**src/pkg/ccsg_pkg.sv**
```systemverilog
// Shared constants and types of the clock select, gate and divide block
package ccsg_pkg;

    // ****************************************
    // Structure
    // ****************************************
    localparam int CCSG_NSRC = 4;
    localparam int CCSG_NSECT = 4;
    localparam int CCSG_CFG_W = 9;

    // ****************************************
    // Register byte addresses
    // ****************************************
    localparam logic [11:0] CCSG_ADDR_CTRL = 12'h000;
    localparam logic [11:0] CCSG_ADDR_CFG = 12'h004;
    localparam logic [11:0] CCSG_ADDR_STAT = 12'h008;

    // ****************************************
    // Field positions
    // ****************************************
    localparam int CCSG_CTRL_SEL_LSB = 0;
    localparam int CCSG_CTRL_ENA_BIT = 2;
    localparam int CCSG_STAT_ACT_LSB = 0;
    localparam int CCSG_STAT_BUSY_BIT = 2;
    localparam int CCSG_STAT_EN_BIT = 3;
    localparam int CCSG_STAT_SMP_LSB = 4;

    // ****************************************
    // Encodings
    // ****************************************
    typedef enum logic [1:0] {
        CCSG_SRC_ONE = 2'h0,
        CCSG_SRC_TWO = 2'h1,
        CCSG_SRC_FOUR = 2'h2
    } ccsg_nsrc_t;

    typedef enum logic [1:0] {
        CCSG_DIV_1X = 2'h0,
        CCSG_DIV_12X = 2'h1,
        CCSG_DIV_124X = 2'h2
    } ccsg_divp_t;

    typedef enum logic [2:0] {
        CCSG_RUN = 3'b001,
        CCSG_STOP_OLD = 3'b010,
        CCSG_START_NEW = 3'b100
    } ccsg_sw_state_t;

    // Configuration word, bit 8 down to bit 0
    typedef struct packed {
        ccsg_divp_t divp;
        logic div_on;
        logic sector;
        logic latch;
        logic gate_on;
        logic glitch_free;
        ccsg_nsrc_t nsrc;
    } ccsg_cfg_t;

    // ****************************************
    // Values after reset
    // ****************************************
    localparam logic [1:0] CCSG_SEL_RST = 2'h0;
    localparam logic CCSG_ENA_RST = 1'b0;
    localparam ccsg_cfg_t CCSG_CFG_RST = '{divp: CCSG_DIV_124X, div_on: 1'b0, sector: 1'b0, latch: 1'b1,
                                           gate_on: 1'b0, glitch_free: 1'b1, nsrc: CCSG_SRC_FOUR};

endpackage

```
**src/pkg/ccsg_clk_if.sv**
```systemverilog
// Carrier between the top and its synchroniser and gate/divide stages
`timescale 1ns/10ps
interface ccsg_clk_if;
    import ccsg_pkg::*;
    logic [3:0] pins;
    logic [3:0] src;
    logic mux_clk;
    logic ena;
    ccsg_cfg_t cfg;
    logic net_clk;
    logic [3:0] sector_clk;
    logic pass;
    logic half;
    logic quarter;
    logic en_eff;
    modport syn (input pins, output src);
    modport gd (input mux_clk, ena, cfg, output net_clk, sector_clk, pass, half, quarter, en_eff);
    modport top (output pins, mux_clk, ena, cfg, input src, net_clk, sector_clk, pass, half, quarter, en_eff);
endinterface

```
**src/logic/ccsg_sync.sv**
```systemverilog
// Two-stage synchroniser for the four source clock pins
`timescale 1ns/10ps
module ccsg_sync (
    // Clock and reset
    input wire logic i_clk,
    input wire logic i_rst_n,
    // Pins in, sampled levels out
    ccsg_clk_if.syn io
);
    import ccsg_pkg::*;

    typedef struct packed {
        logic [3:0] meta;
        logic [3:0] sync;
    } ccsg_sync_st_t;

    ccsg_sync_st_t sync_reg;
    ccsg_sync_st_t sync_next;

    // First stage feeds only the second
    always_comb begin
        sync_next.meta = io.pins;
        sync_next.sync = sync_reg.meta;
    end

    // State register
    always_ff @(posedge i_clk) begin
        if (!i_rst_n) begin
            sync_reg <= '0;
        end else begin
            sync_reg <= sync_next;
        end
    end

    assign io.src = sync_reg.sync;

endmodule // ccsg_sync

```
**src/logic/ccsg_gate_div.sv**
```systemverilog
// Enable gate, sector gates and pass/half/quarter divider
`timescale 1ns/10ps
module ccsg_gate_div (
    // Clock and reset
    input wire logic i_clk,
    input wire logic i_rst_n,
    // Selected clock in, network clocks out
    ccsg_clk_if.gd io
);
    import ccsg_pkg::*;

    typedef struct packed {
        logic en_lat;
        logic clk_prev;
        logic net;
        logic [3:0] sect;
        logic pass;
        logic half;
        logic quarter;
    } ccsg_gd_st_t;

    ccsg_gd_st_t gd_reg;
    ccsg_gd_st_t gd_next;
    logic div_act;
    logic en_eff;
    logic gclk;
    logic root;
    logic rise;

    // ****************************************
    // Gate and divider
    // ****************************************
    always_comb begin
        gd_next = gd_reg;
        div_act = io.cfg.div_on & ~io.cfg.gate_on;
        gd_next.en_lat = io.mux_clk ? gd_reg.en_lat : io.ena;
        en_eff = io.cfg.latch ? gd_reg.en_lat : io.ena;
        gclk = io.mux_clk & en_eff;
        root = (io.cfg.gate_on & ~io.cfg.sector) ? gclk : io.mux_clk;
        for (int i = 0; i < CCSG_NSECT; i++) begin
            gd_next.sect[i] = (io.cfg.gate_on & io.cfg.sector) ? gclk : root;
        end
        gd_next.net = div_act ? 1'b0 : root;
        rise = io.mux_clk & ~gd_reg.clk_prev;
        gd_next.clk_prev = io.mux_clk;
        gd_next.pass = div_act & io.mux_clk;
        gd_next.half = (div_act && io.cfg.divp != CCSG_DIV_1X) ? (gd_reg.half ^ rise) : 1'b0;
        gd_next.quarter = (div_act && io.cfg.divp == CCSG_DIV_124X) ?
                          (gd_reg.quarter ^ (gd_next.half & ~gd_reg.half)) : 1'b0;
    end

    // State register
    always_ff @(posedge i_clk) begin
        if (!i_rst_n) begin
            gd_reg <= '0;
        end else begin
            gd_reg <= gd_next;
        end
    end

    assign io.net_clk = gd_reg.net;
    assign io.sector_clk = gd_reg.sect;
    assign io.pass = gd_reg.pass;
    assign io.half = gd_reg.half;
    assign io.quarter = gd_reg.quarter;
    assign io.en_eff = en_eff;
endmodule // ccsg_gate_div

```
**src/logic/ccsg_top.sv**
```systemverilog
// Clock select, gate and divide block with APB control
//
// Behaviour
// - Configured for one, two or four sources; unused select bits are ignored.
// - Select 00, 01, 10, 11 picks source 0, 1, 2, 3.
// - Select is two bits wide and may change at run time.
// - Select resets to 00 and is sampled on source 0 rising edges.
// - With gating configured, divided outputs are unavailable.
// - Enable is active high; low holds the gated output off.
// - Enable is either captured by a negative latch or applied directly.
// - Gate sits at the root or at each sector.
// - Without divider, one network output carries the selected or gated clock.
// - With divider, pass-through, half-rate and quarter-rate outputs are driven.
// - Divided outputs configurable as 1x, 1x+2x or 1x+2x+4x.
//
// The APB register port and the register addresses were decided locally.
`timescale 1ns/10ps
module ccsg_top (
    // Clock and reset
    input wire logic i_clk,
    input wire logic i_rst_n,
    // APB slave
    input wire logic i_psel,
    input wire logic i_penable,
    input wire logic i_pwrite,
    input wire logic [11:0] i_paddr,
    input wire logic [31:0] i_pwdata,
    output logic [31:0] o_prdata,
    output logic o_pready,
    output logic o_pslverr,
    // Source clock pins
    input wire logic i_source_clock_0,
    input wire logic i_source_clock_1,
    input wire logic i_source_clock_2,
    input wire logic i_source_clock_3,
    // Network clocks
    output logic o_net_clk,
    output logic [3:0] o_sector_clk,
    output logic o_pass_through_out,
    output logic o_half_rate_out,
    output logic o_quarter_rate_out
);
    import ccsg_pkg::*;

    typedef struct packed {
        logic [1:0] ctrl_sel;
        logic ctrl_ena;
        ccsg_cfg_t cfg;
        logic [31:0] prdata;
        ccsg_sw_state_t state;
        logic [1:0] cur;
        logic [1:0] tgt;
        logic out;
        logic [1:0] sel_smp;
        logic s0_prev;
    } ccsg_top_st_t;

    ccsg_top_st_t top_reg;
    ccsg_top_st_t top_next;
    ccsg_clk_if io ();
    logic setup;
    logic access;
    logic hit;
    logic [1:0] sel_req;
    logic [3:0] src;

    // ****************************************
    // Stages
    // ****************************************
    ccsg_sync u_sync (
        .i_clk(i_clk),
        .i_rst_n(i_rst_n),
        .io(io.syn)
    );

    ccsg_gate_div u_gate_div (
        .i_clk(i_clk),
        .i_rst_n(i_rst_n),
        .io(io.gd)
    );

    // Pins go through the synchroniser before any logic
    assign io.pins = {i_source_clock_3, i_source_clock_2, i_source_clock_1, i_source_clock_0};
    assign src = io.src;
    assign io.mux_clk = top_reg.out;
    assign io.ena = top_reg.ctrl_ena;
    assign io.cfg = top_reg.cfg;

    // ****************************************
    // Bus decode
    // ****************************************
    assign setup = i_psel & ~i_penable;
    assign access = i_psel & i_penable;
    assign hit = (i_paddr == CCSG_ADDR_CTRL) || (i_paddr == CCSG_ADDR_CFG) || (i_paddr == CCSG_ADDR_STAT);

    always_comb begin
        unique case (top_reg.cfg.nsrc)
            CCSG_SRC_ONE: begin
                sel_req = 2'h0;
            end
            CCSG_SRC_TWO: begin
                sel_req = {1'b0, top_reg.ctrl_sel[0]};
            end
            default: begin
                sel_req = top_reg.ctrl_sel;
            end
        endcase
    end

    // ****************************************
    // Registers and switch sequencer
    // ****************************************
    always_comb begin
        top_next = top_reg;
        // Read data is caught in setup so the access phase needs no wait
        if (setup && !i_pwrite) begin
            top_next.prdata = 32'h0000_0000;
            if (i_paddr == CCSG_ADDR_CTRL) begin
                top_next.prdata[CCSG_CTRL_SEL_LSB +: 2] = top_reg.ctrl_sel;
                top_next.prdata[CCSG_CTRL_ENA_BIT] = top_reg.ctrl_ena;
            end else if (i_paddr == CCSG_ADDR_CFG) begin
                top_next.prdata[CCSG_CFG_W-1:0] = top_reg.cfg;
            end else if (i_paddr == CCSG_ADDR_STAT) begin
                top_next.prdata[CCSG_STAT_ACT_LSB +: 2] = top_reg.cur;
                top_next.prdata[CCSG_STAT_BUSY_BIT] = (top_reg.state != CCSG_RUN);
                top_next.prdata[CCSG_STAT_EN_BIT] = io.en_eff;
                top_next.prdata[CCSG_STAT_SMP_LSB +: 2] = top_reg.sel_smp;
            end
        end
        if (access && i_pwrite && i_paddr == CCSG_ADDR_CTRL) begin
            top_next.ctrl_sel = i_pwdata[CCSG_CTRL_SEL_LSB +: 2];
            top_next.ctrl_ena = i_pwdata[CCSG_CTRL_ENA_BIT];
        end
        if (access && i_pwrite && i_paddr == CCSG_ADDR_CFG) begin
            top_next.cfg = ccsg_cfg_t'(i_pwdata[CCSG_CFG_W-1:0]);
        end
        // select sampled on source 0 rise
        top_next.s0_prev = src[0];
        if (src[0] && !top_reg.s0_prev) begin
            top_next.sel_smp = sel_req;
        end
        unique case (top_reg.state)
            CCSG_RUN: begin
                top_next.out = src[top_reg.cur];
                if (top_reg.sel_smp != top_reg.cur) begin
                    if (top_reg.cfg.glitch_free) begin
                        top_next.tgt = top_reg.sel_smp;
                        top_next.state = CCSG_STOP_OLD;
                    end else begin
                        // Plain mux: may cut a pulse short, by choice of config
                        top_next.cur = top_reg.sel_smp;
                        top_next.out = src[top_reg.sel_smp];
                    end
                end
            end
            // park old clock in low phase
            CCSG_STOP_OLD: begin
                // stalls here while old clock stands high
                top_next.out = src[top_reg.cur];
                if (!src[top_reg.cur]) begin
                    top_next.out = 1'b0;
                    top_next.state = CCSG_START_NEW;
                end
            end
            // take new clock in low phase
            CCSG_START_NEW: begin
                top_next.out = 1'b0;
                if (!src[top_reg.tgt]) begin
                    top_next.cur = top_reg.tgt;
                    top_next.state = CCSG_RUN;
                end
            end
        endcase
    end

    // State register
    always_ff @(posedge i_clk) begin
        if (!i_rst_n) begin
            top_reg.ctrl_sel <= CCSG_SEL_RST;
            top_reg.ctrl_ena <= CCSG_ENA_RST;
            top_reg.cfg <= CCSG_CFG_RST;
            top_reg.prdata <= 32'h0000_0000;
            top_reg.state <= CCSG_RUN;
            top_reg.cur <= CCSG_SEL_RST;
            top_reg.tgt <= CCSG_SEL_RST;
            top_reg.out <= 1'b0;
            top_reg.sel_smp <= CCSG_SEL_RST;
            top_reg.s0_prev <= 1'b0;
        end else begin
            top_reg <= top_next;
        end
    end

    // ****************************************
    // Outputs
    // ****************************************
    assign o_prdata = top_reg.prdata;
    assign o_pready = access;
    assign o_pslverr = access & ~hit;
    assign o_net_clk = io.net_clk;
    assign o_sector_clk = io.sector_clk;
    assign o_pass_through_out = io.pass;
    assign o_half_rate_out = io.half;
    assign o_quarter_rate_out = io.quarter;
endmodule // ccsg_top

```
**config.mk**
```make
export PLATFORM = sky130hd
export DESIGN_NAME = ccsg_top
export DESIGN_NICKNAME = d
export VERILOG_FILES = /design/src/pkg/ccsg_pkg.sv /design/src/pkg/ccsg_clk_if.sv /design/src/logic/ccsg_sync.sv /design/src/logic/ccsg_gate_div.sv /design/src/logic/ccsg_top.sv
export SDC_FILE = /design/constraint.sdc
export NUM_CORES = 1
export LEC_CHECK = 0
export BUFFER_PORTS_ARGS = -buffer_cell sky130_fd_sc_hd__buf_2
export CAP_MARGIN = 5
export CORE_ASPECT_RATIO = 0.9
export CORE_MARGIN = 5
export CORE_UTILIZATION = 30
export DETAILED_ROUTE_END_ITERATION = 7
export PLACE_DENSITY = 0.62
export SLEW_MARGIN = 20
export SYNTH_ARGS = -nofsm -noshare
export SYNTH_HDL_FRONTEND = slang
export SYNTH_SLANG_ARGS = --single-unit
```
**constraint.sdc**
```tcl
create_clock -name i_clk -period 2.8 [get_ports i_clk]
set_input_delay 0.28 -clock i_clk [delete_from_list [all_inputs] [get_ports i_clk]]
set_output_delay 0.28 -clock i_clk [all_outputs]
set_load 0.02 [all_outputs]
```
## After elaboration in Yosys (flattened, before gate mapping)

Index checks and enable logic that the tools add are counted.

- Word-level logic and storage cells: 108
- Input port bits: 53
- Register bits: 47

- Multiplexer cells: 27
- $lt $le $gt $ge: 3
- Equal/unequal tests: 14
- Bitwise operators: 19
- Reductions and logical operators: 20

Operator list:

| kind | count |
|---|---|
| two-way mux 6 bit | 3 |
| equality test 12 x 3 -> 1 bit, second input constant | 1 |
| equality test 12 x 4 -> 1 bit, second input constant | 1 |
| logical NOT 12 bit | 1 |
| two-way mux 3 bit | 4 |
| bitwise AND 1 bit | 10 |
| inequality test 2 bit, second input constant | 5 |
| less-than comparator 2 x 3 -> 1 bit, second input constant | 3 |
| two-way mux 1 bit | 9 |
| one-hot mux 3 bit (3 select lines) | 1 |
| two-way mux 8 bit | 1 |
| one-hot mux 2 bit (2 select lines) | 2 |
| AND reduction 4 bit | 2 |
| logical AND 1 bit | 7 |
| inverter 1 bit | 7 |
| binary-select mux 1 bit (select 2 bit) | 3 |
| two-way mux 5 bit | 1 |
| two-way mux 2 bit | 2 |
| nonzero test 2 bit | 2 |
| equality test 3 x 1 -> 1 bit, second input constant | 1 |
| equality test 3 x 2 -> 1 bit, second input constant | 1 |
| equality test 3 bit, second input constant | 1 |
| inequality test 3 x 1 -> 1 bit, second input constant | 1 |
| one-hot mux 1 bit (3 select lines) | 1 |
| 10 further kinds | 13 |

## Longest topological paths before layout

- Word-level depth: 6
- Depth in mapped cells: 6
- Mapped depth without buffers: 4

## Hierarchy

Synthesis repeated with hierarchy kept, for this count alone.

- Cells, all modules: 255
- Area total of the unflattened synthesis: 2334.7 um^2

Modules (own cells, without submodules):

| module | seq. area each (um^2) | instances | cells an instance | area each (um^2) |
|---|---|---|---|---|
| ccsg_top | 640.6 | 1 | 209 | 1820.5 |
| ccsg_gate_div | 140.1 | 1 | 30 | 304.0 |
| ccsg_sync | 160.2 | 1 | 16 | 210.2 |

## Least setup slack after synthesis

No wires, ideal clock.

- Path kind: input to output
- Start point: input i_paddr[6]
- End point: output o_pslverr
- Cell stages on the path: 4
- Data required time: 2.520 ns
- Data arrival time: 1.137 ns
- Buffers on the path: 1
- Slack: 1.383 ns
- Path through: nor4_2 -> and3_1 -> buf_2 -> a21boi_0

- Cells in the longest elaborated chain, start to end: 5
- Elaborated cells on any way between the ends: 7
- Classes of those cells: 2 x eq/ne; 2 x bitwise; 3 x reduce/logical

Ends and longest elaborated chain:

| what | line | text |
|---|---|---|
| start: declaration | ccsg_top.sv:26 | `input wire logic [11:0] i_paddr,` |
| equality test 12 x 3 -> 1 bit / logical NOT 12 bit (equally long branches) | ccsg_top.sv:94 | `assign hit = (i_paddr == CCSG_ADDR_CTRL) \|\| (i_paddr == CCSG_ADDR_CFG) \|\| (i_paddr == CCSG_ADDR_STAT);` |
| logical OR 1 bit | ccsg_top.sv:94 |  |
| logical OR 1 bit * | ccsg_top.sv:94 |  |
| inverter 1 bit * | ccsg_top.sv:199 | `assign o_pslverr = access & ~hit;` |
| bitwise AND 1 bit * | ccsg_top.sv:199 |  |
| end: declaration | ccsg_top.sv:30 | `output logic o_pslverr,` |

Mark *: on every way between the ends. The rest lies on a longest branch, timed or not.

## Worst setup path in the final report

- Start point: input i_paddr[7]
- End point: output o_pslverr

Same word-level chain as after synthesis.

==> out/metrics.yaml <==
run_status:
  outcome: "complete, no violations"
timing:
  finalSetupViolations: 0
  fin_skew_ns: 0.00974
  setup_total_negative_slack_ns: 0
  final_hold_viol_count: 0
  slew_violations: 0
  fin_crit_sh: 0.626
  least_margin_pin_slew_ns: 0.802
  max_slew_margin: 0.465
  unrepaired_setup_endpoints_after_global_routing: "no"
  achievable-frequency_ghz: 0.571
  finalWorstPathRequiredPeriod_ns: 1.75
logic_synthesis:
  syn_inst: 287
  yosysUniqueCellTypes: 55
  mean_cell_area_of_the_mapped_netlist_um2: 8.80
  largest_family_of_logic_cells_by_synthesized_area: "simple AND/OR/NAND/NOR gates"
  synthAdderAreaFrac: 0
  synth-seq-area-share: 0.373
  asyncSetResetFlopFracSynth: 0
  post_synth_mux_area_share: 0.0540
  ys.warnings.count: 0
  synth-seq-cells: 47
  post_synthesis_instance_area_um2: 2520
  synth_compound_gate_area_share: 0.154
  area_fraction_in_and_or_nand_and_nor_cells_after_synthesis: 0.226
  synthXorXnorAreaFrac: 0.0233
  synth_edf_count: 0
  synth-main-ff-cell: "sky130_fd_sc_hd__dfxtp_1"
placement:
  gp_congestion: 0.837
  numPortBuffers: 48
  dpl.cell_count: 402
  detailedPlacementHpwl_um: 4100
grt:
  grt_use_met3: 0.0200
  grt_antenna_before_repair: 0
  gr-total-overflow: 0
  grt_pass1_wl_um: 8890
  grt_start_max_net_pins: 27
  grt_most_used_layer: "met2"
  first_global_vias: 1828
  grt.met1_usage: 0.148
  grt_use_met2: 0.154
  grt_use_total: 0.104
hold_path:
  worstHoldPathType: "in2reg"
  worst_hold_path.num_cells: 2
setup_path:
  worst_path_most_repeated_cell: "sky130_fd_sc_hd__buf_2"
  path_max_fanout: 9
  timing_worst_setup_path_type: "in2out"
  critical_path_cell_by_cell: "buf_2 > nor4_2 > and3_1 > a21boi_0 > buf_2"
  cp-end-kind: "output pin"
  worst_path_dominant_cell_family: "simple AND/OR/NAND/NOR gates"
  timing.critical_path.required_ns: 2.52
  timing.critical_path.slowest_stage_cell: "sky130_fd_sc_hd__and3_1"
  worst_r2r_path_depth: 4
  worst_path_depth: 5
  critical-path-max-stage-delay_ns: 0.41
  crit_arrival_ns: 1.47
  timing.critical_path.from_type: "input pin"
  critPathBufInv: 2
job:
  cap_violations: 0
clocking:
  postCtsHoldBufs: 0
  cts_root_buffer: "sky130_fd_sc_hd__clkbuf_8"
  cts_tree: "done"
  cts_made_buffers: 5
  clock_sinks: 47
  cts_htree_levels: 2
  post_cts_buffers: 0
  cts.repair.resized: 0
  clk_pin_slew_worst_paths_ns: 0.09
  clock_path_buffers: 2
  worst_skew_pair.late_latency_ns: 0.31
floorplan:
  placement_rows: 31
  die_w_um: 107
  num_io_pins: 95
  die_area_um2: 10400
  core_area_um2: 8150
  floorplan.initialDensity: 0.310
  die-height_um: 97.0
routing:
  drt_iter0_drc: 93
  detail-route-antenna-nets: 0
  viasPerCell: 4.69
  vias: 1922
  drt-wirelength-per-cell_um: 13.3
  drc: 0
  route.final.wire_length_um: 5460
  detail_route.first_pass.iterations: 4
finish:
  fillerInstances: 848
  area.sequential_um2: 941
  layoutNonFillerInstCount: 410
  area_growth_synth_to_finish_pct: 7.09
  n_antenna_cell: 0
  area_used_by_multi_input_combinational_logic_um2: 1240
  post_route_cells_drive_above_1_share: 0.251
  number_of_nets_in_the_final_layout: 363
  largest_reg_flops: 12
power:
  design_power_total_mw: 1.30
  power.static_leakage_nw: 1.06
  worst_ir_drop_vdd_mv: 0.164
  power_per_cell_area_nw_per_um2: 479
==> path summary, 6_finish.rpt <==
path                                             to           startpoint  slack (ns)
worst max-delay path                      o_pslverr           i_paddr[7]        1.05
worst min-delay path            u_sync.sync_next[2]     i_source_clock_2        0.18
worst max register to register           top_reg[9]           top_reg[6]        1.18
worst min register to register     u_sync.io.src[1]  u_sync.sync_next[1]        0.44
==> cell type report <==
| cell class | count | area share |
|---|---|---|
| Sequential cell | 47 | 0.348 |
| Multi-Input combinational cell | 198 | 0.460 |
| Inverter | 9 | 0.0125 |
| Clock inverter | 3 | 0.0171 |
| Timing Repair Buffer | 49 | 0.0916 |
| Clock buffer | 5 | 0.0255 |
| Tap cell | 99 | 0.0458 |
==> metal layers <==
layer | up-vias | wire (µm)
li1 | 979 | -
met1 | 883 | 2650
met2 | 55 | 2380
met3 | 5 | 369
met4 | 0 | 57
met5 | - | 0
==> cells in the final DEF (no fill, tap or decap), drive strengths merged, types with 4 or more instances in the layout <==
cell type | synthesis | final
buf | 49 | 49
dfxtp | 47 | 47
nand3 | 24 | 24
conb | 1 | 23
o21ai | 21 | 21
a21oi | 19 | 19
nand2 | 14 | 14
nor2 | 13 | 13
and2 | 13 | 13
inv | 9 | 10
mux2i | 8 | 8
nor2b | 7 | 7
clkbuf | 6 | 5
nor3 | 5 | 5
nor4 | 5 | 5
nand4 | 4 | 4
nand2b | 4 | 4
a211oi | 4 | 4
==> Yosys cell counts (2+ instances only) <==
library cell	count	area [µm²]
sky130_fd_sc_hd__nand2b_1	3	18.8
sky130_fd_sc_hd__a21oi_1	18	90.1
sky130_fd_sc_hd__nor4_2	2	25.0
sky130_fd_sc_hd__buf_6	4	45.0
sky130_fd_sc_hd__o21ai_0	19	95.1
sky130_fd_sc_hd__xnor2_2	2	32.5
sky130_fd_sc_hd__buf_2	4	20.0
sky130_fd_sc_hd__a22oi_1	2	15.0
sky130_fd_sc_hd__xor2_1	2	17.5
sky130_fd_sc_hd__nand2_1	14	52.6
sky130_fd_sc_hd__nor2b_1	7	43.8
sky130_fd_sc_hd__nor4_1	3	18.8
sky130_fd_sc_hd__mux2i_1	8	80.1
sky130_fd_sc_hd__inv_1	9	33.8
sky130_fd_sc_hd__nand4_1	4	25.0
sky130_fd_sc_hd__a211oi_1	3	22.5
sky130_fd_sc_hd__clkbuf_1	4	15.0
sky130_fd_sc_hd__nor2_1	13	48.8
sky130_fd_sc_hd__and2_1	12	75.1
sky130_fd_sc_hd__nand3_1	24	120
sky130_fd_sc_hd__a2111oi_2	2	30.0
sky130_fd_sc_hd__o32ai_1	3	26.3
sky130_fd_sc_hd__buf_4	39	293
sky130_fd_sc_hd__o21ai_1	2	10.0
sky130_fd_sc_hd__buf_1	2	7.51
sky130_fd_sc_hd__clkbuf_2	2	10.0
sky130_fd_sc_hd__mux4_2	2	45.0
sky130_fd_sc_hd__nor3_1	4	20.0
sky130_fd_sc_hd__dfxtp_1	47	941
sky130_fd_sc_hd__and3_1	2	12.5
==> logic make-up after synthesis <==
logic type | after synthesis
muxes | 11
and+or+nand+nor | 100
buffers and inverters | 64
xor gates and xnor gates | 5
DFF | 47
other | 1
AOI/OAI and AO/OA | 59
==> power by group <==
part | switching, mW | internal, mW
registers | 0.00314 | 0.675
logic | 0.0772 | 0.0325
clock network | 0.239 | 0.269
==> metrics by stage <==
stage	utilization	area (µm²)	hold WS (ns)	worst slack, ns
floorplan	-	2610	0.407	1.38
global placement	0.318	2590	0.413	1.08
detailed placement	0.318	2590	0.418	1.06
CTS	0.332	2700	0.171	1.05
global route	0.332	2700	0.173	0.898
finish	0.332	2700	0.182	1.05
Note: power is estimated with default switching activity, not from simulation.
